[src/shared/fcsp_pkg.sv]
// Constants, field layouts and state encoding for the filter corner serial port
package fcsp_pkg;
  // Corner code and its mapping to MHz
  localparam int          CODE_W          = 5;
  localparam logic [4:0]  CODE_RST        = 5'h00;
  localparam logic [4:0]  CORNER_MAX_CODE = 5'h1D;  // Last code that still steps
  localparam logic [4:0]  CORNER_MAX_MHZ  = 5'h1E;  // Ceiling of the corner
  localparam logic [4:0]  CORNER_STEP     = 5'h01;  // Code 0 means 1 MHz
  localparam logic [2:0]  LAST_BIT        = 3'h4;   // Five bits, counted 0..4
  localparam logic [2:0]  CNT_RST         = 3'h0;
  localparam logic [2:0]  CNT_STEP        = 3'h1;

  // Pin vector layout through the synchroniser
  localparam int          PIN_W      = 6;
  localparam int          PIN_STROBE = 0;
  localparam int          PIN_SCLK   = 1;
  localparam int          PIN_DATA   = 2;
  localparam int          PIN_GAIN   = 3;
  localparam int          PIN_CHIP   = 4;
  localparam int          PIN_OFS    = 5;
  localparam logic [5:0]  PIN_RST    = 6'h01;  // Strobe rests high

  // AXI4-Lite register map
  localparam int          ADDR_W     = 4;
  localparam logic [3:0]  REG_CODE   = 4'h0;
  localparam logic [3:0]  REG_STATUS = 4'h4;
  localparam logic [3:0]  REG_CTRL   = 4'h8;
  localparam logic [1:0]  RESP_OKAY  = 2'h0;
  localparam logic [1:0]  RESP_SLVERR = 2'h2;
  localparam logic [31:0] DATA_RST   = 32'h0000_0000;
  localparam int          CTRL_LOCK_BIT = 0;
  localparam int          ST_MHZ_LSB  = 8;
  localparam int          ST_GAIN_BIT = 16;
  localparam int          ST_CHIP_BIT = 17;
  localparam int          ST_OFS_BIT  = 18;
  localparam int          ST_BUSY_BIT = 19;

  // Serial transaction states, Gray along the write path
  typedef enum logic [2:0] {
    ST_IDLE  = 3'h0,
    ST_CMD   = 3'h1,
    ST_WR    = 3'h3,
    ST_WFULL = 3'h2,
    ST_RD    = 3'h5,
    ST_RDONE = 3'h4
  } fcsp_state_e;
endpackage : fcsp_pkg

[src/rtl/fcsp_sync.sv]
// Three-stage pin synchroniser with agreement filter
module fcsp_sync #(
  parameter int               W       = 1,
  parameter logic [W-1:0]     RST_VAL = '0
) (
  input  wire logic         ref_clk_i,  // System clock
  input  wire logic         rst_i,      // Async reset, high
  input  wire logic [W-1:0] async_i,    // Pins from outside
  output logic      [W-1:0] sync_o      // Filtered levels
);
  logic [W-1:0] s1_ff;
  logic [W-1:0] s2_ff;
  logic [W-1:0] s3_ff;
  logic [W-1:0] out_ff;

  // First stage feeds only the second, to keep metastability contained
  always_ff @(posedge ref_clk_i or posedge rst_i)
  begin
    if (rst_i)
    begin
      s1_ff <= RST_VAL;
      s2_ff <= RST_VAL;
      s3_ff <= RST_VAL;
    end
    else
    begin
      s1_ff <= async_i;
      s2_ff <= s1_ff;
      s3_ff <= s2_ff;
    end
  end

  // A level counts only once stages two and three agree
  genvar gi;
  generate
    for (gi = 0; gi < W; gi++)
    begin : g_bit
      always_ff @(posedge ref_clk_i or posedge rst_i)
      begin
        if (rst_i)
          out_ff[gi] <= RST_VAL[gi];
        else if (s2_ff[gi] == s3_ff[gi])
          out_ff[gi] <= s3_ff[gi];
      end
    end
  endgenerate

  assign sync_o = out_ff;
endmodule : fcsp_sync

[src/rtl/fcsp_top.sv]
// Filter corner serial port, static control pins and AXI4-Lite registers
module fcsp_top
  import fcsp_pkg::*;
(
  input  wire logic              ref_clk_i,             // 25 MHz system clock
  input  wire logic              rst_i,                 // Async reset, high
  // AXI4-Lite slave
  input  wire logic [ADDR_W-1:0] s_axi_awaddr_i,        // Write address
  input  wire logic              s_axi_awvalid_i,       // Write address valid
  output logic                   s_axi_awready_o,       // Write address ready
  input  wire logic [31:0]       s_axi_wdata_i,         // Write data
  input  wire logic [3:0]        s_axi_wstrb_i,         // Write byte strobes
  input  wire logic              s_axi_wvalid_i,        // Write data valid
  output logic                   s_axi_wready_o,        // Write data ready
  output logic [1:0]             s_axi_bresp_o,         // Write response
  output logic                   s_axi_bvalid_o,        // Write response valid
  input  wire logic              s_axi_bready_i,        // Write response ready
  input  wire logic [ADDR_W-1:0] s_axi_araddr_i,        // Read address
  input  wire logic              s_axi_arvalid_i,       // Read address valid
  output logic                   s_axi_arready_o,       // Read address ready
  output logic [31:0]            s_axi_rdata_o,         // Read data
  output logic [1:0]             s_axi_rresp_o,         // Read response
  output logic                   s_axi_rvalid_o,        // Read data valid
  input  wire logic              s_axi_rready_i,        // Read data ready
  // Serial programming pins
  input  wire logic              load_strobe_n_i,       // Latch strobe, low active
  input  wire logic              serial_clk_i,          // Serial clock pin
  input  wire logic              serial_data_i,         // Serial data in
  output logic                   serial_readback_out_o, // Readback data out
  // Static control pins
  input  wire logic              front_gain_select_i,   // Low 6 dB, high 12 dB
  input  wire logic              chip_on_i,             // High enables part
  input  wire logic              offset_loop_off_i,     // High disables loop
  // Controls toward the analog path
  output logic [CODE_W-1:0]      corner_code_ch0_o,     // Channel 0 corner code
  output logic [CODE_W-1:0]      corner_code_ch1_o,     // Channel 1 corner code
  output logic [CODE_W-1:0]      corner_mhz_o,          // Corner in MHz
  output logic                   gain_12db_o,           // Both buffers at 12 dB
  output logic                   chip_enabled_o,        // Part enabled
  output logic                   offset_loop_on_o       // Offset loop running
);
  logic [PIN_W-1:0]  pin_q;
  logic              sclk_prev_ff;
  logic              strobe;
  logic              chip;
  logic              sclk_rise;
  logic              sclk_fall;
  fcsp_state_e       state_ff;
  fcsp_state_e       nxt_state;
  logic [2:0]        cnt_ff;
  logic [CODE_W-1:0] shift_ff;
  logic [CODE_W-1:0] code_ff;
  logic [CODE_W-1:0] nxt_code;
  logic [CODE_W-1:0] mhz_ff;
  logic [CODE_W-1:0] nxt_mhz;
  logic              readback_ff;
  logic              commit;
  logic              lock_ff;
  logic              gain_ff;
  logic              enab_ff;
  logic              ofs_on_ff;
  logic              aw_hold_ff;
  logic              w_hold_ff;
  logic [ADDR_W-1:0] awaddr_ff;
  logic [31:0]       wdata_ff;
  logic              wstrb0_ff;
  logic              bvalid_ff;
  logic [1:0]        bresp_ff;
  logic              rvalid_ff;
  logic [1:0]        rresp_ff;
  logic [31:0]       rdata_ff;
  logic              do_wr;
  logic              sw_code_wr;
  logic [31:0]       status_word;

  // All pins cross through the same filter so they stay aligned
  fcsp_sync #(
    .W       (PIN_W),
    .RST_VAL (PIN_RST)
  ) u_sync (
    .ref_clk_i (ref_clk_i),
    .rst_i     (rst_i),
    .async_i   ({offset_loop_off_i, chip_on_i, front_gain_select_i,
                 serial_data_i, serial_clk_i, load_strobe_n_i}),
    .sync_o    (pin_q)
  );

  assign strobe    = pin_q[PIN_STROBE];
  assign chip      = pin_q[PIN_CHIP];
  assign sclk_rise = pin_q[PIN_SCLK] & ~sclk_prev_ff;
  assign sclk_fall = ~pin_q[PIN_SCLK] & sclk_prev_ff;

  // Serial clock edge finder on filtered level
  always_ff @(posedge ref_clk_i or posedge rst_i)
  begin
    if (rst_i)
      sclk_prev_ff <= 1'b0;
    else
      sclk_prev_ff <= pin_q[PIN_SCLK];
  end

  // Transaction sequencer; strobe high or chip off forces idle
  always_comb
  begin
    nxt_state = state_ff;
    if (strobe || !chip)
      nxt_state = ST_IDLE;
    else
    begin
      case (state_ff)
        ST_IDLE:  if (!lock_ff) nxt_state = ST_CMD;
        ST_CMD:   if (sclk_rise)
                    nxt_state = pin_q[PIN_DATA] ? ST_WR : ST_RD;
        ST_WR:    if (sclk_rise && cnt_ff == LAST_BIT) nxt_state = ST_WFULL;
        ST_RD:    if (sclk_fall && cnt_ff == LAST_BIT) nxt_state = ST_RDONE;
        ST_WFULL: nxt_state = ST_WFULL;
        ST_RDONE: nxt_state = ST_RDONE;
        default:  nxt_state = ST_IDLE;
      endcase
    end
  end

  // State register
  always_ff @(posedge ref_clk_i or posedge rst_i)
  begin
    if (rst_i)
      state_ff <= ST_IDLE;
    else
      state_ff <= nxt_state;
  end

  // Bit counter, restarted by the command bit
  always_ff @(posedge ref_clk_i or posedge rst_i)
  begin
    if (rst_i)
      cnt_ff <= CNT_RST;
    else if (state_ff == ST_CMD || strobe)
      cnt_ff <= CNT_RST;
    else if ((state_ff == ST_WR && sclk_rise) || (state_ff == ST_RD && sclk_fall))
      cnt_ff <= cnt_ff + CNT_STEP;
  end

  // Write shifter, LSB first; kept apart so a short write cannot leak
  always_ff @(posedge ref_clk_i or posedge rst_i)
  begin
    if (rst_i)
      shift_ff <= CODE_RST;
    else if (state_ff == ST_WR && sclk_rise && !strobe && chip)
      shift_ff[cnt_ff] <= pin_q[PIN_DATA];
  end

  // Only a full five-bit write reaches the code on strobe rise
  assign commit     = (state_ff == ST_WFULL) && strobe;
  assign sw_code_wr = do_wr && (awaddr_ff == REG_CODE) && wstrb0_ff;

  // Code update; the serial port wins a same-cycle clash with software
  always_comb
  begin
    nxt_code = code_ff;
    if (commit)
      nxt_code = shift_ff;
    else if (sw_code_wr)
      nxt_code = wdata_ff[CODE_W-1:0];
    nxt_mhz = (nxt_code >= CORNER_MAX_CODE) ? CORNER_MAX_MHZ
                                            : nxt_code + CORNER_STEP;
  end

  // One shared code register for the whole part
  always_ff @(posedge ref_clk_i or posedge rst_i)
  begin
    if (rst_i)
    begin
      code_ff <= CODE_RST;
      mhz_ff  <= CORNER_STEP;
    end
    else
    begin
      code_ff <= nxt_code;
      mhz_ff  <= nxt_mhz;
    end
  end

  // Readback driven on serial-clock falls, low outside a read
  always_ff @(posedge ref_clk_i or posedge rst_i)
  begin
    if (rst_i)
      readback_ff <= 1'b0;
    else if (strobe || !chip)
      readback_ff <= 1'b0;
    else if (state_ff == ST_RD && sclk_fall)
      readback_ff <= code_ff[cnt_ff];
  end

  // Static pins to analog controls
  always_ff @(posedge ref_clk_i or posedge rst_i)
  begin
    if (rst_i)
    begin
      gain_ff   <= 1'b0;
      enab_ff   <= 1'b0;
      ofs_on_ff <= 1'b0;
    end
    else
    begin
      gain_ff   <= pin_q[PIN_GAIN];
      enab_ff   <= chip;
      ofs_on_ff <= ~pin_q[PIN_OFS];
    end
  end

  // Both channels see the same register, so they can never differ
  assign corner_code_ch0_o     = code_ff;
  assign corner_code_ch1_o     = code_ff;
  assign corner_mhz_o          = mhz_ff;
  assign serial_readback_out_o = readback_ff;
  assign gain_12db_o           = gain_ff;
  assign chip_enabled_o        = enab_ff;
  assign offset_loop_on_o      = ofs_on_ff;

  // Write address and data are taken in either order, then applied together
  assign s_axi_awready_o = !aw_hold_ff && !bvalid_ff;
  assign s_axi_wready_o  = !w_hold_ff && !bvalid_ff;
  assign do_wr           = aw_hold_ff && w_hold_ff && !bvalid_ff;

  always_ff @(posedge ref_clk_i or posedge rst_i)
  begin
    if (rst_i)
    begin
      aw_hold_ff <= 1'b0;
      w_hold_ff  <= 1'b0;
      awaddr_ff  <= REG_CODE;
      wdata_ff   <= DATA_RST;
      wstrb0_ff  <= 1'b0;
    end
    else
    begin
      if (s_axi_awvalid_i && s_axi_awready_o)
      begin
        aw_hold_ff <= 1'b1;
        awaddr_ff  <= s_axi_awaddr_i;
      end
      else if (do_wr)
        aw_hold_ff <= 1'b0;
      if (s_axi_wvalid_i && s_axi_wready_o)
      begin
        w_hold_ff <= 1'b1;
        wdata_ff  <= s_axi_wdata_i;
        wstrb0_ff <= s_axi_wstrb_i[0];
      end
      else if (do_wr)
        w_hold_ff <= 1'b0;
    end
  end

  // Control register and write response
  always_ff @(posedge ref_clk_i or posedge rst_i)
  begin
    if (rst_i)
    begin
      lock_ff   <= 1'b0;
      bvalid_ff <= 1'b0;
      bresp_ff  <= RESP_OKAY;
    end
    else
    begin
      if (do_wr && awaddr_ff == REG_CTRL && wstrb0_ff)
        lock_ff <= wdata_ff[CTRL_LOCK_BIT];
      if (do_wr)
      begin
        bvalid_ff <= 1'b1;
        bresp_ff  <= (awaddr_ff == REG_CODE || awaddr_ff == REG_STATUS ||
                      awaddr_ff == REG_CTRL) ? RESP_OKAY : RESP_SLVERR;
      end
      else if (s_axi_bready_i)
        bvalid_ff <= 1'b0;
    end
  end

  assign s_axi_bvalid_o = bvalid_ff;
  assign s_axi_bresp_o  = bresp_ff;

  // Status word shows live pin levels and sequencer activity
  always_comb
  begin
    status_word                        = DATA_RST;
    status_word[CODE_W-1:0]            = code_ff;
    status_word[ST_MHZ_LSB +: CODE_W]  = mhz_ff;
    status_word[ST_GAIN_BIT]           = gain_ff;
    status_word[ST_CHIP_BIT]           = enab_ff;
    status_word[ST_OFS_BIT]            = ~ofs_on_ff;
    status_word[ST_BUSY_BIT]           = (state_ff != ST_IDLE);
  end

  // Read channel answers one cycle after the address is taken
  assign s_axi_arready_o = !rvalid_ff;

  always_ff @(posedge ref_clk_i or posedge rst_i)
  begin
    if (rst_i)
    begin
      rvalid_ff <= 1'b0;
      rdata_ff  <= DATA_RST;
      rresp_ff  <= RESP_OKAY;
    end
    else if (s_axi_arvalid_i && s_axi_arready_o)
    begin
      rvalid_ff <= 1'b1;
      rresp_ff  <= RESP_OKAY;
      case (s_axi_araddr_i)
        REG_CODE:   rdata_ff <= {{(32-CODE_W){1'b0}}, code_ff};
        REG_STATUS: rdata_ff <= status_word;
        REG_CTRL:   rdata_ff <= {31'h0000_0000, lock_ff};
        default:
        begin
          rdata_ff <= DATA_RST;
          rresp_ff <= RESP_SLVERR;
        end
      endcase
    end
    else if (s_axi_rready_i)
      rvalid_ff <= 1'b0;
  end

  assign s_axi_rvalid_o = rvalid_ff;
  assign s_axi_rdata_o  = rdata_ff;
  assign s_axi_rresp_o  = rresp_ff;
endmodule : fcsp_top

[config.mk]
export PLATFORM = sky130hd
export DESIGN_NAME = fcsp_top
export DESIGN_NICKNAME = d
export VERILOG_FILES = /design/src/shared/fcsp_pkg.sv /design/src/rtl/fcsp_sync.sv /design/src/rtl/fcsp_top.sv
export SDC_FILE = /design/constraint.sdc
export NUM_CORES = 1
export LEC_CHECK = 0
export ABC_AREA = 1
export BUFFER_PORTS_ARGS = -buffer_cell sky130_fd_sc_hd__buf_4
export CORE_MARGIN = 5
export CORE_UTILIZATION = 39
export DETAILED_ROUTE_END_ITERATION = 8
export PLACE_DENSITY = 0.67
export SLEW_MARGIN = 0
export SYNTH_ARGS = -nofsm -noshare
export SYNTH_HDL_FRONTEND = slang
export SYNTH_SLANG_ARGS = --single-unit
[constraint.sdc]
create_clock -name ref_clk_i -period 2.6 [get_ports ref_clk_i]
set_clock_uncertainty 0.2 [all_clocks]
set_input_delay 0.26 -clock ref_clk_i [delete_from_list [all_inputs] [get_ports ref_clk_i]]
set_output_delay 0.26 -clock ref_clk_i [all_outputs]
set_load 0.02 [all_outputs]
==> results of run 1 <==
[metal layers]
layer	global-route usage, %	vias up	part of all wire, %
met2	21.1	89	46
met5	0	-	0
li1	-	1278	-
met1	16.8	1170	46
met3	4.03	8	7.3
met4	4.26	0	1.3
[worst max-delay path: stages (launching register included)]
cell and delay (ps):
dfrtp_1 420, inv_2 90, nand3_4 110, nor2_8 180, nand2_4 100, nand2_1 80, nand2_1 50, nand2_1 60
nand2_1 130, ha_1 230, inv_1 50, nand3_1 100, nand2_2 110, nand3_1 70
[stage by stage]
step	total power, mW	worst slack (ps)	cells	hold WS, ps	util (%)
final	3.96	504	556	53.4	51.3
after floorplan	2.57	68.2	372	64.5	-
after global routing	4.22	259	556	61.6	51.3
after global placement	2.94	516	521	-8.68	46.5
after CTS	4.02	468	556	48.3	51.3
after detailed placement	2.97	484	521	-2.50	46.5
[power by group through the flow]
stage	Combinational, mW	Sequential [mW]	Clock (mW)
floorplan	0.747	1.82	0
global placement	1.18	1.76	0
detailed placement	1.20	1.77	0
CTS	1.23	1.74	1.05
global route	1.34	1.78	1.10
finish	1.21	1.74	1.02
[kinds of logic (layout without fill, tap and decap cells)]
logic type                 Yosys count  count (layout)  synth area share [%]
AOI/OAI and AO/OA                   33              33                  5.10
xor gates and xnor gates             1               1                 0.246
adders and majority gates           10              10                  3.10
buffers and inverters               73             149                  10.4
DFF                                 81              81                  57.2
muxes                               13              13                  3.94
other                                1              20                 0.105
and+or+nand+nor                    141             141                  20.0
[timing repair]
item,in CTS,in global routing
setup buffers,0,0
setup endpoints to repair,0,0
hold buffers,19,0
hold endpoints to repair,94,0
[area by class of cell]
type                            instances  area, sq um
Fill cell                             813         4290
Sequential cell                        81         2030
Multi-Input combinational cell        218         1230
Timing Repair Buffer                   88          721
Inverter                               45          170
Clock buffer                           12          155
Tap cell                              108          135
Clock inverter                          4         75.1
[state kept, by name (all words and copies together) (netlist names), 3 cells and up]
| register | count |
|---|---|
| u_sync.s3_ff | 6 |
| s_axi_rdata_o | 14 |
| wdata_ff | 5 |
| state_ff | 3 |
| corner_mhz_o | 5 |
| u_sync.sync_o | 6 |
| cnt_ff | 3 |
| corner_code_ch0_o | 5 |
| u_sync.s1_ff | 6 |
| shift_ff | 5 |
| awaddr_ff | 4 |
| u_sync.s2_ff | 6 |
[path summary, 6_finish.rpt]
kind / from / endpoint / slack [ps]
worst max-delay path: s_axi_bvalid_o / corner_mhz_o[3] / 500
worst min-delay path: s_axi_awvalid_i / aw_hold_ff / 50
worst max register to register: s_axi_bvalid_o / corner_mhz_o[3] / 500
worst min register to register: u_sync.s1_ff[5] / u_sync.s2_ff[5] / 150
max in group asynchronous: rst_i / corner_mhz_o[0] / 1350
min in group asynchronous: rst_i / aw_hold_ff / 200
[cell usage in the layout, fill, tap and decap left out, types with 3 or more instances in the layout]
master	Yosys	layout
mux2_2	8	8
nand2_2	3	3
o21ai_0	18	18
nand2_1	68	68
dfstp_2	5	5
clkbuf_8	0	11
mux2i_1	5	5
buf_4	25	68
nand2_4	4	4
inv_1	41	40
nand3_1	28	28
dlygate4sd3_1	0	19
conb_1	1	20
inv_2	4	4
nor3_1	6	6
nand4_1	6	6
nor2_1	14	14
a21oi_1	7	7
maj3_1	6	6
dfrtp_1	76	76
ha_1	4	4
==> reports/metrics.cfg, run 1 <==
[timing]
finalSetupTns_ps=0
report.final.setup_viol=0
final.period_utilization_pct=80.6
slew_viol_final=0
max_freq_mhz=477
finalWorstPathRequiredPeriod_ps=2100
rsz0062_at_grt=no
finalHoldViolations=0

[status]
outcome=finished clean

[cts]
clk_latency_ps=340
cts-buffers-inserted=9
clk_pin_slew_ps=70
tritoncts=done
cts-htree-levels=3
post_cts.resized_instances=0
cts_root_buf=clkbuf_8
cts.sink_count=81
cts_max_path_buffers=2

[layout]
antenna-diode-count=0
ratio_of_cells_with_drive_above_1_in_the_final_layout_pct=26.6
fin_nets=504
area_growth_syn_to_layout_pct=26.9
final_design_area_no_fill_sq_um=4520

[pwr]
cellInternalPower_mw=2.59
p_seq_share_pct=43.8
clockPowerShare_pct=25.7
leak_pwr_nw=2.36
vdd_drop_max_mv=0.481
comb_power_share_pct=30.5
switching_power_mw=1.38
power-per-cell-area_nw_per_um2=878
power.switching_fraction_pct=34.7

[logic_synthesis]
synth_enable_flop_cells=0
ys.flop_type=dfrtp_1
yosys.area.top_type_share_pct=53.5
synth-warning-count=0
synth.largest_area_cell=dfrtp_1
post_synth_cell_types=36
post_synth_design_cell_area_sq_um=3560
synth_seq_area_share_pct=57.2
async_flop_share_pct=100
syn_inst=353
top_cells_by_count_synth=dfrtp_1, nand2_1, inv_1
post-synth-top-count-cell=dfrtp_1
synth_top_cells_by_area=dfrtp_1, nand2_1, buf_4, inv_1, nand3_1
synthesized_area_per_cell_sq_um=10.1
postSynthRegisterBits=81

[worst_setup_path]
critPathMaxFanout=9
endpoint_kind=register
crit_arrival_ps=2110
worstRegToRegCells=13
critical_path_class=reg -> reg
worst-endpoint-required_ps=2610
cp-start-kind=register

[grt]
grt_use_total_pct=13.1
grt_pass1_wl_um=11800
grt_pass1_vias=2484
grt_max_degree=71
number_of_antenna_violations_at_the_first_check_in_global_routing=0
grt_remaining_overflow=0

[floorplan]
die_w_um=106
placement_row_count=34
top_level_ports=117
core_area_sq_um=8810
floorplan.die_area_sq_um=11100
floorplan.initialDensity_pct=40.4
die-height_um=106

[drt]
totalWireLength_um=6860
dr_total_vias=2545
route.detailed.wl_per_inst_um=12.3
drt-vias-per-instance=4.58
firstDrtPassIters=4
postRouteAntennaNets=0
dr.first_iter.drc_count=99
drc_errors=0

[job]
cap_viol_max_count=0

[placement]
gp_congestion=0.821
portBuffers=66
placed_area_sq_um=4100
dp_hpwl_um=5040

[worst_hold_path]
holdPathStages=3
hold_wc_path_type=in -> reg

(Power assumes the default switching activity.)
==> inputs of run 2 (changes only) <==
Settings changed: ABC_AREA 1 to 0, PLACE_DENSITY 0.67 to default.
Clock period 2.6 ns to 2.18 ns, I/O delays scaled along.
==> reports/metrics.cfg, run 2 <==
[logic_synthesis]
share_of_cell_area_taken_by_muxes_after_synthesis_pct=6.80  ; +2.9 points
async_flop_share_pct=100  ; unchanged
synth_xor_area_share_pct=0.768  ; +0.52 points
synth_top_cells_by_area=dfrtp_1, buf_4, mux2_2, dfstp_2, a22o_1
synth-warning-count=0  ; unchanged
synth_compound_gate_area_share_pct=10.6  ; +5.5 points
post_synth_cell_types=50  ; +39%
postSynthRegisterBits=81  ; unchanged
ys.flop_type=dfrtp_1
synthesized_area_per_cell_sq_um=12.6  ; +25%
top_cells_by_count_synth=dfrtp_1, buf_4, mux2_2
synth_top_family_by_area=simple AND/OR/NAND/NOR gates
adder_cell_area_share_of_the_yosys_netlist_pct=3.22  ; +0.12 points
post-synth-top-count-cell=dfrtp_1
yosys.area.top_type_share_pct=55.6  ; +2.1 points
post_synth_design_cell_area_sq_um=3420  ; -3.8%
synth_simple_gate_area_share_pct=11.3  ; -8.7 points
synth.largest_area_cell=dfrtp_1
synth_seq_area_share_pct=59.4  ; +2.2 points
syn_inst=272  ; -23%
synth_enable_flop_cells=0  ; unchanged

[timing]
report.final.setup_viol=5  ; +5
max_freq_mhz=407  ; -15%
fin_ws_ps=-276  ; -779 ps
measured_slew_at_the_worst_slew_check_pin_ps=628
final.period_utilization_pct=113  ; +32 points
finalHoldViolations=0  ; unchanged
maxSlewHeadroom_pct=58.1
finalWorstPathRequiredPeriod_ps=2460  ; +359 ps
rsz0062_at_grt=yes
hold_slack_ps=18.8  ; -34.6 ps
slew_viol_final=0  ; unchanged

[drt]
drc_errors=0  ; unchanged
postRouteAntennaNets=0  ; unchanged
totalWireLength_um=7330  ; +6.8%
firstDrtPassIters=4  ; unchanged
route.detailed.wl_per_inst_um=14.6  ; +19%
dr_total_vias=2368  ; -7.0%
drt-vias-per-instance=4.73  ; +3.3%
dr.first_iter.drc_count=94  ; -5.1%

[worst_setup_path]
reg2reg_from=awaddr_ff[0]
cp-start-kind=register
worst-endpoint-required_ps=2210  ; -400 ps
crit_arrival_ps=2490  ; +380 ps
critical_path_class=reg -> reg
crit-reg2reg-capture=corner_mhz_o[2]
worst-r2r-setup-slack_ps=-280  ; -780 ps
worstRegToRegCells=6  ; -7
critPathMaxFanout=3  ; -6
endpoint_kind=register

[layout]
mostFrequentLayoutCells=buf_4, dfrtp_1, dlygate4sd3_1, conb_1, mux2_2
final_design_area_no_fill_sq_um=4660  ; +3.2%
mostFrequentLayoutCell=buf_4
fin_nets=449  ; -11%
flip_flop_count_of_the_largest_register_after_layout=14  ; unchanged
area_growth_syn_to_layout_pct=36.1
ratio_of_cells_with_drive_above_1_in_the_final_layout_pct=38.9  ; +12 points
antenna-diode-count=0  ; unchanged

[cts]
cts_root_buf=clkbuf_8
tritoncts=done
clk_latency_ps=340  ; about the same
cts.sink_count=81  ; unchanged
cts-buffers-inserted=9  ; unchanged
clk_pin_slew_ps=80  ; about the same
cts-htree-levels=3  ; unchanged
cts_max_path_buffers=2  ; unchanged
cts_post_setup_buffers_inserted=0  ; unchanged

[grt]
grt_remaining_overflow=0  ; unchanged
number_of_antenna_violations_at_the_first_check_in_global_routing=0  ; unchanged
grt_max_degree=39  ; -45%
grt_use_total_pct=14.0  ; +0.98 points
grt_pass1_wl_um=12500  ; +6.0%
grt_pass1_vias=2486  ; +0.081%

[placement]
gp_congestion=0.790  ; -3.8%
placed_area_sq_um=4160  ; +1.5%
dp_hpwl_um=5220  ; +3.6%
portBuffers=66  ; unchanged
place_worst_setup_slack_ps=-268  ; -753 ps

[floorplan]
floorplan.die_area_sq_um=10800  ; -3.4%
top_level_ports=117  ; unchanged
die-height_um=104  ; -1.7%
floorplan.initialDensity_pct=39.6  ; -0.75 points
placement_row_count=34  ; unchanged
core_area_sq_um=8640  ; -1.9%
die_w_um=104  ; -1.7%

[job]
cap_viol_max_count=0  ; unchanged

[status]
violations=negative setup slack
outcome=finished, violations left

[pwr]
power-per-cell-area_nw_per_um2=955  ; +8.8%
fin_total_pwr_mw=4.45  ; +12%
vdd_drop_max_mv=0.427  ; -11%
leak_pwr_nw=2.25  ; -4.7%

[worst_hold_path]
whs_endpoint=s_axi_rresp_o[1]
hold_wc_path_type=in -> reg
holdPathStages=3  ; unchanged
hold_path.startpoint=s_axi_araddr_i[3]

-- run 2: worst max path at each step --
stage | slack (ps) | from | to | cells after the start
global route | -310 | awaddr_ff[0] | corner_mhz_o[1] | 6
floorplan | -300 | awaddr_ff[1] | corner_mhz_o[1] | 6
global placement | -210 | awaddr_ff[1] | corner_mhz_o[1] | 6
CTS | -260 | awaddr_ff[0] | corner_mhz_o[2] | 6
finish | -280 | awaddr_ff[0] | corner_mhz_o[2] | 6
detailed placement | -270 | awaddr_ff[1] | corner_mhz_o[2] | 6
-- run 2: power by group --
part / leakage (nW) / internal, mW / total (mW) / switching [mW]
Clock: 0.102 / 0.598 / 1.14 / 0.542
Combinational: 1.13 / 0.671 / 1.36 / 0.693
Sequential: 1.02 / 1.75 / 1.95 / 0.195
Total: 2.25 / 3.02 / 4.45 / 1.43
-- run 2: cell families (layout without fill, tap and decap cells) --
group | after synthesis | count (layout)
adder cells (fa/ha/maj) | 10 | 10
XOR/XNOR | 3 | 3
other | 1 | 20
AO/OA/AOI/OAI | 45 | 45
AND/OR/NAND/NOR | 66 | 66
flip-flops | 81 | 81
buffers and inverters | 46 | 148
multiplexers | 20 | 20
-- run 2: per-layer routing --
layer | global-route usage [%] | up-vias | wire, um
li1 | - | 1161 | -
met1 | 19.0 | 1129 | 3360
met2 | 21.5 | 66 | 3380
met3 | 3.42 | 12 | 432
met4 | 6.01 | 0 | 153
met5 | 0 | - | 0
-- run 2: area by class of cell --
type,count,area [sq um]
Multi-Input combinational cell,164,1260
Timing Repair Buffer,120,971
Inverter,12,48.8
Tap cell,108,135
Fill cell,759,3980
Clock buffer,11,151
Sequential cell,81,2030
Clock inverter,5,62.6
-- run 2: repair_timing --
item | in CTS | in global routing
resized for setup | 6 | 4
cloned | 0 | 0
setup endpoints to repair | 5 | 9
hold buffers | 23 | 0
pin swaps | 3 | 1
hold endpoints to repair | 45 | 0
-- run 2: through the flow --
| stage | TNS, ps | cells | utilization (%) |
|---|---|---|---|
| 2_1_floorplan | -706 | 291 | - |
| 3_3_place_gp | -772 | 462 | 48.1 |
| 3_5_place_dp | -982 | 462 | 48.1 |
| 4_1_cts | -846 | 501 | 53.7 |
| 5_1_grt | -1210 | 501 | 54.0 |
| 6_report | -874 | 501 | 54.0 |
-- run 2: worst max-delay path, cell delays in order (launching register included) --
cell and delay, ps:
dfrtp_1 380, or4b_4 580, o311ai_4 240, nand3_2 120, ha_2 200, or3_4 390
a41o_1 250
